$ cat src/core/irb_pkg.sv
// package for the input route and battery sense register bank
// assumes a two-wire serial host and one 250 MHz system clock
package irb_pkg;
  // serial bus
  localparam logic [6:0] IRB_DEV_ADDR = 7'h20;
  localparam logic [3:0] IRB_BYTE_BITS = 4'h8;
  // register offsets
  localparam logic [7:0] IRB_OFS_INPUT_FORMAT_SELECT = 8'h00;
  localparam logic [7:0] IRB_OFS_DIAG_PIN_A_CONTROL = 8'h5d;
  localparam logic [7:0] IRB_OFS_DIAG_PIN_B_CONTROL = 8'h5e;
  localparam logic [7:0] IRB_OFS_SENSE_STATUS = 8'h5f;
  // field positions
  localparam int IRB_FMT_MSB = 4;
  localparam int IRB_PWRDN_BIT = 6;
  localparam int IRB_THR_MSB = 4;
  localparam int IRB_THR_LSB = 2;
  // reset values
  localparam logic [4:0] IRB_FMT_RESET = 5'h00;
  localparam logic IRB_PWRDN_RESET = 1'h1;
  localparam logic [2:0] IRB_THR_RESET = 3'h3;
  // four-input format codes
  localparam logic [4:0] IRB_CODE_CVBS1 = 5'h00;
  localparam logic [4:0] IRB_CODE_CVBS2 = 5'h01;
  localparam logic [4:0] IRB_CODE_CVBS3 = 5'h06;
  localparam logic [4:0] IRB_CODE_CVBS4 = 5'h07;
  localparam logic [4:0] IRB_CODE_YC12 = 5'h08;
  localparam logic [4:0] IRB_CODE_YC34 = 5'h0b;
  localparam logic [4:0] IRB_CODE_DIFF12 = 5'h0e;
  localparam logic [4:0] IRB_CODE_DIFF34 = 5'h11;
  // channel power-down patterns, bit n is input n+1
  localparam logic [3:0] IRB_PD_ONLY1 = 4'he;
  localparam logic [3:0] IRB_PD_ONLY2 = 4'hd;
  localparam logic [3:0] IRB_PD_ONLY3 = 4'hb;
  localparam logic [3:0] IRB_PD_ONLY4 = 4'h7;
  localparam logic [3:0] IRB_PD_PAIR12 = 4'hc;
  localparam logic [3:0] IRB_PD_PAIR34 = 4'h3;
  localparam logic [3:0] IRB_PD_ALL = 4'hf;

  typedef enum logic [1:0] {
    IRB_VID_NONE = 2'b00,
    IRB_VID_CVBS = 2'b01,
    IRB_VID_YC = 2'b10,
    IRB_VID_DIFF = 2'b11
  } irb_video_t;

  typedef struct packed {
    irb_video_t video;
    logic [3:0] ain_powerdown;
  } irb_route_t;

  typedef struct packed {
    logic powerdown;
    logic [2:0] threshold;
  } irb_sense_ctrl_t;

  typedef enum logic [3:0] {
    IRB_ST_IDLE = 4'b0000,
    IRB_ST_ADDR = 4'b0001,
    IRB_ST_ADDR_ACK = 4'b0010,
    IRB_ST_SUB = 4'b0011,
    IRB_ST_SUB_ACK = 4'b0100,
    IRB_ST_WR = 4'b0101,
    IRB_ST_WR_ACK = 4'b0110,
    IRB_ST_RD = 4'b0111,
    IRB_ST_RD_ACK = 4'b1000
  } irb_state_t;
endpackage : irb_pkg

$ cat src/core/irb_ctrl.sv
// input route selection and battery sense control, two-wire slave
// assumes open-drain data resolved outside; comparator flags async
`timescale 1ns/10ps
module irb_ctrl (
  // clock and reset
  input wire logic clock,
  input wire logic reset_n,
  // two-wire serial port
  input wire logic scl_pin,
  input wire logic sda_pin_in,
  output logic sda_pin_out,
  output logic sda_pin_oe,
  // comparator results from the sense pins
  input wire logic battery_sense_pin_a,
  input wire logic battery_sense_pin_b,
  // analog controls and interrupt request
  output irb_pkg::irb_route_t route_q,
  output irb_pkg::irb_sense_ctrl_t sense_a_ctrl_q,
  output irb_pkg::irb_sense_ctrl_t sense_b_ctrl_q,
  output logic interrupt_request_pin
);
  import irb_pkg::*;

  logic [1:0] rst_sync_q;
  logic rst_n;
  logic scl_m_q, scl_s_q, scl_p_q;
  logic sda_m_q, sda_s_q, sda_p_q;
  logic sa_m_q, sa_s_q, sb_m_q, sb_s_q;
  logic scl_rise, scl_fall, start_ev, stop_ev;
  irb_state_t state_q;
  logic [3:0] cnt_q;
  logic [7:0] shift_q, tx_q, sub_q, rd_data;
  logic rw_q, mack_q, wr_pulse;
  logic [4:0] fmt_q;
  logic [1:0] stat_q;
  logic [1:0] clr_req;

  // reset release through two flops
  always_ff @(posedge clock or negedge reset_n)
  begin
    if (!reset_n)
      rst_sync_q <= 2'h0;
    else
      rst_sync_q <= {rst_sync_q[0], 1'b1};
  end
  assign rst_n = rst_sync_q[1];

  // pin synchronisers plus a history stage for edges
  always_ff @(posedge clock or negedge rst_n)
  begin
    if (!rst_n)
    begin
      {scl_m_q, scl_s_q, scl_p_q} <= 3'h7;
      {sda_m_q, sda_s_q, sda_p_q} <= 3'h7;
      {sa_m_q, sa_s_q, sb_m_q, sb_s_q} <= 4'h0;
    end
    else
    begin
      {scl_m_q, scl_s_q, scl_p_q} <= {scl_pin, scl_m_q, scl_s_q};
      {sda_m_q, sda_s_q, sda_p_q} <= {sda_pin_in, sda_m_q, sda_s_q};
      {sa_m_q, sa_s_q} <= {battery_sense_pin_a, sa_m_q};
      {sb_m_q, sb_s_q} <= {battery_sense_pin_b, sb_m_q};
    end
  end

  // bus events
  assign scl_rise = scl_s_q && !scl_p_q;
  assign scl_fall = !scl_s_q && scl_p_q;
  assign start_ev = scl_s_q && scl_p_q && !sda_s_q && sda_p_q;
  assign stop_ev = scl_s_q && scl_p_q && sda_s_q && !sda_p_q;
  assign wr_pulse = scl_fall && (state_q == IRB_ST_WR)
    && (cnt_q == IRB_BYTE_BITS);

  // read mux, reserved bits and unmapped offsets read zero
  always_comb
  begin
    rd_data = 8'h00;
    unique case (sub_q)
      IRB_OFS_INPUT_FORMAT_SELECT: rd_data[IRB_FMT_MSB:0] = fmt_q;
      IRB_OFS_DIAG_PIN_A_CONTROL:
      begin
        rd_data[IRB_PWRDN_BIT] = sense_a_ctrl_q.powerdown;
        rd_data[IRB_THR_MSB:IRB_THR_LSB] = sense_a_ctrl_q.threshold;
      end
      IRB_OFS_DIAG_PIN_B_CONTROL:
      begin
        rd_data[IRB_PWRDN_BIT] = sense_b_ctrl_q.powerdown;
        rd_data[IRB_THR_MSB:IRB_THR_LSB] = sense_b_ctrl_q.threshold;
      end
      IRB_OFS_SENSE_STATUS: rd_data[1:0] = stat_q;
      default: rd_data = 8'h00;
    endcase
  end

  // serial slave sequencer
  always_ff @(posedge clock or negedge rst_n)
  begin
    if (!rst_n)
    begin
      state_q <= IRB_ST_IDLE;
      cnt_q <= 4'h0;
      shift_q <= 8'h00;
      tx_q <= 8'h00;
      sub_q <= 8'h00;
      rw_q <= 1'b0;
      mack_q <= 1'b0;
      sda_pin_oe <= 1'b0;
    end
    else if (start_ev)
    begin
      state_q <= IRB_ST_ADDR;
      cnt_q <= 4'h0;
      sda_pin_oe <= 1'b0;
    end
    else if (stop_ev)
    begin
      state_q <= IRB_ST_IDLE;
      sda_pin_oe <= 1'b0;
    end
    else if (scl_rise)
    begin
      if (state_q == IRB_ST_RD_ACK)
        mack_q <= !sda_s_q;
      else if (state_q inside {IRB_ST_ADDR, IRB_ST_SUB, IRB_ST_WR,
                               IRB_ST_RD})
      begin
        shift_q <= {shift_q[6:0], sda_s_q};
        cnt_q <= cnt_q + 4'h1;
      end
    end
    else if (scl_fall)
    begin
      unique case (state_q)
        IRB_ST_IDLE: state_q <= IRB_ST_IDLE;
        IRB_ST_ADDR:
          if (cnt_q == IRB_BYTE_BITS)
          begin
            if (shift_q[7:1] == IRB_DEV_ADDR)
            begin
              state_q <= IRB_ST_ADDR_ACK;
              rw_q <= shift_q[0];
              sda_pin_oe <= 1'b1; // pull low to acknowledge
            end
            else
              state_q <= IRB_ST_IDLE;
          end
        IRB_ST_ADDR_ACK:
        begin
          cnt_q <= 4'h0;
          if (rw_q)
          begin
            state_q <= IRB_ST_RD;
            tx_q <= rd_data;
            sda_pin_oe <= !rd_data[7];
          end
          else
          begin
            state_q <= IRB_ST_SUB;
            sda_pin_oe <= 1'b0;
          end
        end
        IRB_ST_SUB:
          if (cnt_q == IRB_BYTE_BITS)
          begin
            sub_q <= shift_q;
            state_q <= IRB_ST_SUB_ACK;
            sda_pin_oe <= 1'b1;
          end
        IRB_ST_SUB_ACK, IRB_ST_WR_ACK:
        begin
          state_q <= IRB_ST_WR;
          cnt_q <= 4'h0;
          sda_pin_oe <= 1'b0;
        end
        IRB_ST_WR:
          if (cnt_q == IRB_BYTE_BITS)
          begin
            sub_q <= sub_q + 8'h01; // auto increment
            state_q <= IRB_ST_WR_ACK;
            sda_pin_oe <= 1'b1;
          end
        IRB_ST_RD:
          if (cnt_q == IRB_BYTE_BITS)
          begin
            sub_q <= sub_q + 8'h01;
            state_q <= IRB_ST_RD_ACK;
            sda_pin_oe <= 1'b0;
          end
          else
          begin
            tx_q <= {tx_q[6:0], 1'b1};
            sda_pin_oe <= !tx_q[6];
          end
        IRB_ST_RD_ACK:
        begin
          cnt_q <= 4'h0;
          if (mack_q)
          begin
            state_q <= IRB_ST_RD;
            tx_q <= rd_data;
            sda_pin_oe <= !rd_data[7];
          end
          else
            state_q <= IRB_ST_IDLE;
        end
        default: state_q <= IRB_ST_IDLE;
      endcase
    end
  end

  // open-drain data only ever pulls low
  always_ff @(posedge clock or negedge rst_n)
  begin
    if (!rst_n)
      sda_pin_out <= 1'b0;
    else
      sda_pin_out <= 1'b0;
  end

  // format select register
  always_ff @(posedge clock or negedge rst_n)
  begin
    if (!rst_n)
      fmt_q <= IRB_FMT_RESET;
    else if (wr_pulse && sub_q == IRB_OFS_INPUT_FORMAT_SELECT)
      fmt_q <= shift_q[IRB_FMT_MSB:0];
  end

  // sense control registers, powered down after reset
  always_ff @(posedge clock or negedge rst_n)
  begin
    if (!rst_n)
    begin
      sense_a_ctrl_q <= {IRB_PWRDN_RESET, IRB_THR_RESET};
      sense_b_ctrl_q <= {IRB_PWRDN_RESET, IRB_THR_RESET};
    end
    else if (wr_pulse)
    begin
      if (sub_q == IRB_OFS_DIAG_PIN_A_CONTROL)
      begin
        sense_a_ctrl_q.powerdown <= shift_q[IRB_PWRDN_BIT];
        sense_a_ctrl_q.threshold <= shift_q[IRB_THR_MSB:IRB_THR_LSB];
      end
      if (sub_q == IRB_OFS_DIAG_PIN_B_CONTROL)
      begin
        sense_b_ctrl_q.powerdown <= shift_q[IRB_PWRDN_BIT];
        sense_b_ctrl_q.threshold <= shift_q[IRB_THR_MSB:IRB_THR_LSB];
      end
    end
  end

  // routing decode, reserved codes power every channel down
  always_ff @(posedge clock or negedge rst_n)
  begin
    if (!rst_n)
      route_q <= {IRB_VID_CVBS, IRB_PD_ONLY1};
    else
      unique case (fmt_q)
        IRB_CODE_CVBS1: route_q <= {IRB_VID_CVBS, IRB_PD_ONLY1};
        IRB_CODE_CVBS2: route_q <= {IRB_VID_CVBS, IRB_PD_ONLY2};
        IRB_CODE_CVBS3: route_q <= {IRB_VID_CVBS, IRB_PD_ONLY3};
        IRB_CODE_CVBS4: route_q <= {IRB_VID_CVBS, IRB_PD_ONLY4};
        IRB_CODE_YC12: route_q <= {IRB_VID_YC, IRB_PD_PAIR12};
        IRB_CODE_YC34: route_q <= {IRB_VID_YC, IRB_PD_PAIR34};
        IRB_CODE_DIFF12: route_q <= {IRB_VID_DIFF, IRB_PD_PAIR12};
        IRB_CODE_DIFF34: route_q <= {IRB_VID_DIFF, IRB_PD_PAIR34};
        default: route_q <= {IRB_VID_NONE, IRB_PD_ALL};
      endcase
  end

  // sticky short flags, write one to clear, new event wins
  assign clr_req = (wr_pulse && sub_q == IRB_OFS_SENSE_STATUS) ?
    shift_q[1:0] : 2'h0;
  always_ff @(posedge clock or negedge rst_n)
  begin
    if (!rst_n)
      stat_q <= 2'h0;
    else
      stat_q <= (stat_q & ~clr_req)
        | {sb_s_q && !sense_b_ctrl_q.powerdown,
           sa_s_q && !sense_a_ctrl_q.powerdown};
  end

  // interrupt pin follows any pending flag
  always_ff @(posedge clock or negedge rst_n)
  begin
    if (!rst_n)
      interrupt_request_pin <= 1'b0;
    else
      interrupt_request_pin <= |stat_q;
  end
endmodule : irb_ctrl

$ cat config.mk
export PLATFORM = sky130hd
export DESIGN_NAME = irb_ctrl
export DESIGN_NICKNAME = d
export VERILOG_FILES = /design/src/core/irb_pkg.sv /design/src/core/irb_ctrl.sv
export SDC_FILE = /design/constraint.sdc
export NUM_CORES = 1
export LEC_CHECK = 0
export ABC_AREA = 0
export BUFFER_PORTS_ARGS = -buffer_cell sky130_fd_sc_hd__buf_2
export CAP_MARGIN = 30
export CELL_PAD_IN_SITES_DETAIL_PLACEMENT = 0
export CELL_PAD_IN_SITES_GLOBAL_PLACEMENT = 1
export CORE_MARGIN = 2
export CORE_UTILIZATION = 43
export DETAILED_ROUTE_END_ITERATION = 7
export GPL_ROUTABILITY_DRIVEN = 0
export PLACE_DENSITY = 0.78
export SKIP_CTS_REPAIR_TIMING = 1
export SLEW_MARGIN = 20
export SYNTH_ARGS = -nofsm -noshare
export SYNTH_HDL_FRONTEND = slang
export SYNTH_SLANG_ARGS = --single-unit
export TNS_END_PERCENT = 100
$ cat constraint.sdc
create_clock -name clock -period 4.46 [get_ports clock]
set_clock_uncertainty 0.1 [all_clocks]
set_input_delay 0.446 -clock clock [delete_from_list [all_inputs] [get_ports clock]]
set_output_delay 0.446 -clock clock [all_outputs]
set_load 0.005 [all_outputs]
### Yosys cells after proc, flatten, opt, wreduce, memory -nomap -nowiden

Memories as Yosys holds them, arrays and structs flattened. A register that Yosys moved wholly into a read port is not among the register bits.
Cells that the tools add are included.

* logic and storage cells: 150
* memory bits (read-only): 192
* flip-flop bits (word level): 62
* memories: 1

* equality and inequality tests: 29
* add/sub/neg operators: 2
* multiplexer cells: 41
* bitwise operators: 7
* reduce and logical (&&, ||, !) cells: 44

Memory list
* (name not given): words 32, bits a word 6, read ports 1, clocked after Yosys merged registers in 1, write ports 0, line irb_ctrl.sv:258 `unique case (fmt_q)`

Operators with widths (number)
* 4-bit 2-to-1 mux: 15
* 4-bit case mux with 7 select lines: 1
* 8-bit by 7-bit == test with 1-bit output, second input constant: 3
* 7-bit 2-to-1 mux: 3
* 7-bit case mux with 3 select lines: 1
* 7-bit AND reduction: 3
* 4-bit by 3-bit == test with 1-bit output, second input constant: 4
* 8-bit 2-to-1 mux: 2
* 4-bit inequality test, second input constant: 4
* 8-bit case mux with 2 select lines: 1
* 1-bit logical AND: 13
* 3-bit nonzero test: 4
* 1-bit 2-to-1 mux: 10
* 2-bit inequality test, second input constant: 5
* 5-bit AND reduction: 2
* 3-bit case mux with 3 select lines: 1
* 8-bit by 1-bit adder with 8-bit output, second input constant: 1
* 4-bit by 2-bit == test with 1-bit output, second input constant: 2
* 4-bit == test, second input constant: 2
* 1-bit logical NOT: 8
* 8-bit logical NOT: 1
* 4-bit by 3-bit inequality test with 1-bit output, second input constant: 2
* 8-bit AND reduction: 1
* 8-bit nonzero test: 1
* other kinds (23): 33

### Depth between registers and ports, before layout

* depth after elaboration: 9
* depth in mapped cells: 8
* depth with buffers taken out: 6

### Worst setup path after synthesis

Ideal clock, no wire load.

* path kind: reg2reg
* start point: register sub_q[0]
* end point: register fmt_q[3]
* arrival time: 1.892 ns
* slack: 2.341 ns
* setup time: 0.128 ns
* clock period less this slack: 2.119 ns
* cell stages (with the launch flop): 8
* cell sequence: dfrtp_1 > inv_1 > ha_1 > or4b_1 > buf_2 > nor2_2 > and2_2 > mux2_1

* longest elaborated chain between the ends: 2

RTL lines
* start, declared: line irb_ctrl.sv:32 `logic [7:0] shift_q, tx_q, sub_q, rd_data;`
* start signal, assigned: line irb_ctrl.sv:165 `sub_q <= shift_q;`
* start signal, assigned: line irb_ctrl.sv:178 `sub_q <= sub_q + 8'h01;`
* start signal, assigned: line irb_ctrl.sv:185 `sub_q <= sub_q + 8'h01;`
* 8-bit logical NOT: line irb_ctrl.sv:225 `else if (wr_pulse && sub_q == IRB_OFS_INPUT_FORMAT_SELECT)`
* 1-bit logical AND: line irb_ctrl.sv:225
* end signal, assigned: line irb_ctrl.sv:226 `fmt_q <= shift_q[IRB_FMT_MSB:0];`
* end, declared: line irb_ctrl.sv:34 `logic [4:0] fmt_q;`

Every way passes these cells.
A chain may end at the register's enable or synchronous reset.

### Worst setup path after layout

* start point: register state_q[2]
* end point: register fmt_q[3]

* longest elaborated chain between the ends: 4

RTL lines
* start, declared: line irb_ctrl.sv:30 `irb_state_t state_q;`
* start signal, assigned: line irb_ctrl.sv:100 `state_q <= IRB_ST_IDLE;`
* start signal, assigned: line irb_ctrl.sv:111 `state_q <= IRB_ST_ADDR;`
* start signal, assigned: line irb_ctrl.sv:117 `state_q <= IRB_ST_IDLE;`
* 4-bit by 3-bit == test with 1-bit output: line irb_ctrl.sv:71 `assign wr_pulse = scl_fall && (state_q == IRB_ST_WR)`
* 1-bit logical AND: line irb_ctrl.sv:71
* 1-bit logical AND: line irb_ctrl.sv:72 `&& (cnt_q == IRB_BYTE_BITS);`
* 1-bit logical AND: line irb_ctrl.sv:225

Every way passes these cells.

==> qor.csv <==
metric;value;unit
status;finished clean;
power_switching;0.0004162;W
n_antenna_cell;0;
initial_core_util;44.42;%
vias_per_cell;5.861;
path_cells;and3b_1, and4_1, and2_2, mux2_1;
clk_pin_slew;0.07;ns
wl;8144;µm
hold_path.class;in2reg;
drv_slew;0;
fmax;409.7;MHz
worstPathRequired;4.59;ns
place_inst;459;
yosysTopAreaCellShare;35.47;%
synth_seq_area_share;46.93;%
synthTopCellsByArea;dfrtp_1 35%, dfstp_2 11%, mux2_1 7.1%, ha_1 5.1%, nand3_1 2.5%;
synth_warnings;0;
yosys_register_bits;68;
grt_max_degree;67;
synth_top_family_by_area;simple AND/OR/NAND/NOR gates;
ys_async_sr_fraction;100.0;%
cts_tree;done;
slew-limit-headroom;44.59;%
fin_crit;2.441;ns
combPwrFrac;11.3;%
io_pins;23;
fp.coreArea;8258;µm²
synth_largest_area_cell;dfrtp_1;
end_kind;flip-flop;
port_buffers;21;
grt_pass1_vias;2673;
yosys_most_used_dff;dfrtp_1;
hold_viol;0;
htree_levels;3;
synth_compound_area_share;16.68;%
drive_above_1_share;16.98;%
dieWidth;96.37;µm
synth_most_common_cell;dfrtp_1;
cp_slowest_cell;dfrtp_1;
first_iter_violations;157;
fin_cells;476;
cts-root-buf;clkbuf_8;
max_stage_delay;0.66;ns
synth-edff-count;0;
muxShareOfSynthArea;8.458;%
synth_fp_nets;373;
syn2layout_area_growth;10.13;%
path_class;reg2reg;
cellLeakagePower;1.769;nW
rsz0062_at_grt;false;
p_clk_share;35.8;%
grt_pass1_wl;13240;µm
power.internal;0.001045;W
dp_hpwl;5653;µm
wire_per_inst;17.11;µm
worst_setup_path_start_kind;flip-flop;
synth_fa_ha_area_share;5.116;%
hold_slack;0.09749;ns
grt_usage;19.04;%
synth_area_per_cell;10.42;µm²
clockBufferDepth;2;
power_density;361.6;nW/µm²
synth_area;3669;µm²
pwr-share-seq;53.0;%
worstPathArrival;2.57;ns
route.vias.total;2790;
overflow;0;
clkSinkCount;68;
synth_cell_types;69;
irDropWorstVdd;0.2420;mV
nets;387;
finalSetupTns;0;ns
fp.dieH;96.37;µm
setup_viol;0;
ff2ff_setup_slack;2.02;ns
antenna_found_initial;0;
clock_latency;0.35;ns
cts_made_buffers;9;
cap_violations;0;
die_area;9286;µm²
rows;33;
synth-simple-area-share;16.85;%
syn_inst;352;
drc;0;
tightest_slew;0.8311;ns
switching_share;28.49;%
yosys-top-cells-count;52 x dfrtp_1, 24 x inv_1, 23 x mux2_1, 18 x nand3_1, 17 x nand2_1;
cp_max_fo;18;
dr.pass1.iters;4;
post-route-period-util;54.72;%
synth-xor-area-share;0.9550;%
antenna_left;0;
kinds of logic after synthesis:
family / after synthesis
xor gates and xnor gates: 4
DFF: 68
buffers and inverters: 44
other: 2
AOI/OAI and AO/OA: 84
and+or+nand+nor: 107
adders and majority gates: 15
muxes: 28
placed cells by master, fill, tap and decap left out, drive strengths merged, types with 12 or more instances in the layout:
cell / instances
nor2: 13
clkbuf: 12
inv: 24
mux2: 24
o21ai: 19
dfstp: 16
nor3: 13
nand2: 17
nand3: 18
dfrtp: 52
ha: 15
buf: 22
path summary, 6_finish.rpt:
check                                 to           from  cells after the start
setup / recovery                fmt_q[3]     state_q[2]                      4
hold / removal                   scl_m_q        scl_pin                      1
setup reg to reg                fmt_q[3]     state_q[2]                      4
hold reg to reg                   sa_s_q         sa_m_q                      0
max in group asynchronous     state_q[1]  rst_sync_q[1]                      1
min in group asynchronous  rst_sync_q[1]        reset_n                      2
layout make-up:
type,instances,area [µm²]
inverters,24,90.09
fillers,787,4218
well taps,105,131.4
clock inverters,4,47.55
clock buffers,12,155.1
repair buffers,23,122.6
flip-flops and latches,68,1723
multi-input cells,240,1770
power by group through the flow:
stage | sequential [W] | clock [W] | combinational [W]
2_1_floorplan | 0.000740 | 0 | 0.000137
3_3_place_gp | 0.000783 | 0 | 0.000162
3_5_place_dp | 0.000784 | 0 | 0.000166
4_1_cts | 0.000773 | 0.000541 | 0.000166
5_1_grt | 0.000785 | 0.000567 | 0.000190
6_report | 0.000774 | 0.000522 | 0.000164
per-layer routing:
layer | routed length, µm | part of all wire (%) | global-route usage (%)
met5 | 0 | 0 | 0
met4 | 142 | 1.7 | 7.277
met3 | 324 | 4.0 | 3.837
met2 | 3946 | 48 | 30.73
met1 | 3729 | 46 | 25.21
registers in the layout, indices dropped and copies added, names as in the netlist, 2 cells and up:
name / flops
sense_a_ctrl_q: 4
stat_q: 2
sense_b_ctrl_q: 4
tx_q: 7
shift_q: 8
rst_sync_q: 2
fmt_q: 5
cnt_q: 4
route_q: 6
state_q: 4
sub_q: 8
through the flow:
stage / total power [W] / utilization (%) / cell area, µm² / setup slack (ns)
floorplan: 0.0008775 / - / 3669 / 2.341
global placement: 0.0009451 / 46.35 / 3827 / 2.177
global route: 0.001542 / 48.92 / 4040 / 1.919
finish: 0.001461 / 48.92 / 4040 / 2.019
CTS: 0.001480 / 48.80 / 4030 / 2.067
detailed placement: 0.0009498 / 46.35 / 3827 / 2.080
critical path: cells and delay by family, from the launching register on:
kind             cells  cell delay, ns
multiplexers         1            0.33
AND/OR/NAND/NOR      3            1.23
flip-flops           1            0.66
No activity file was read; power rests on OpenSTA's default activity.
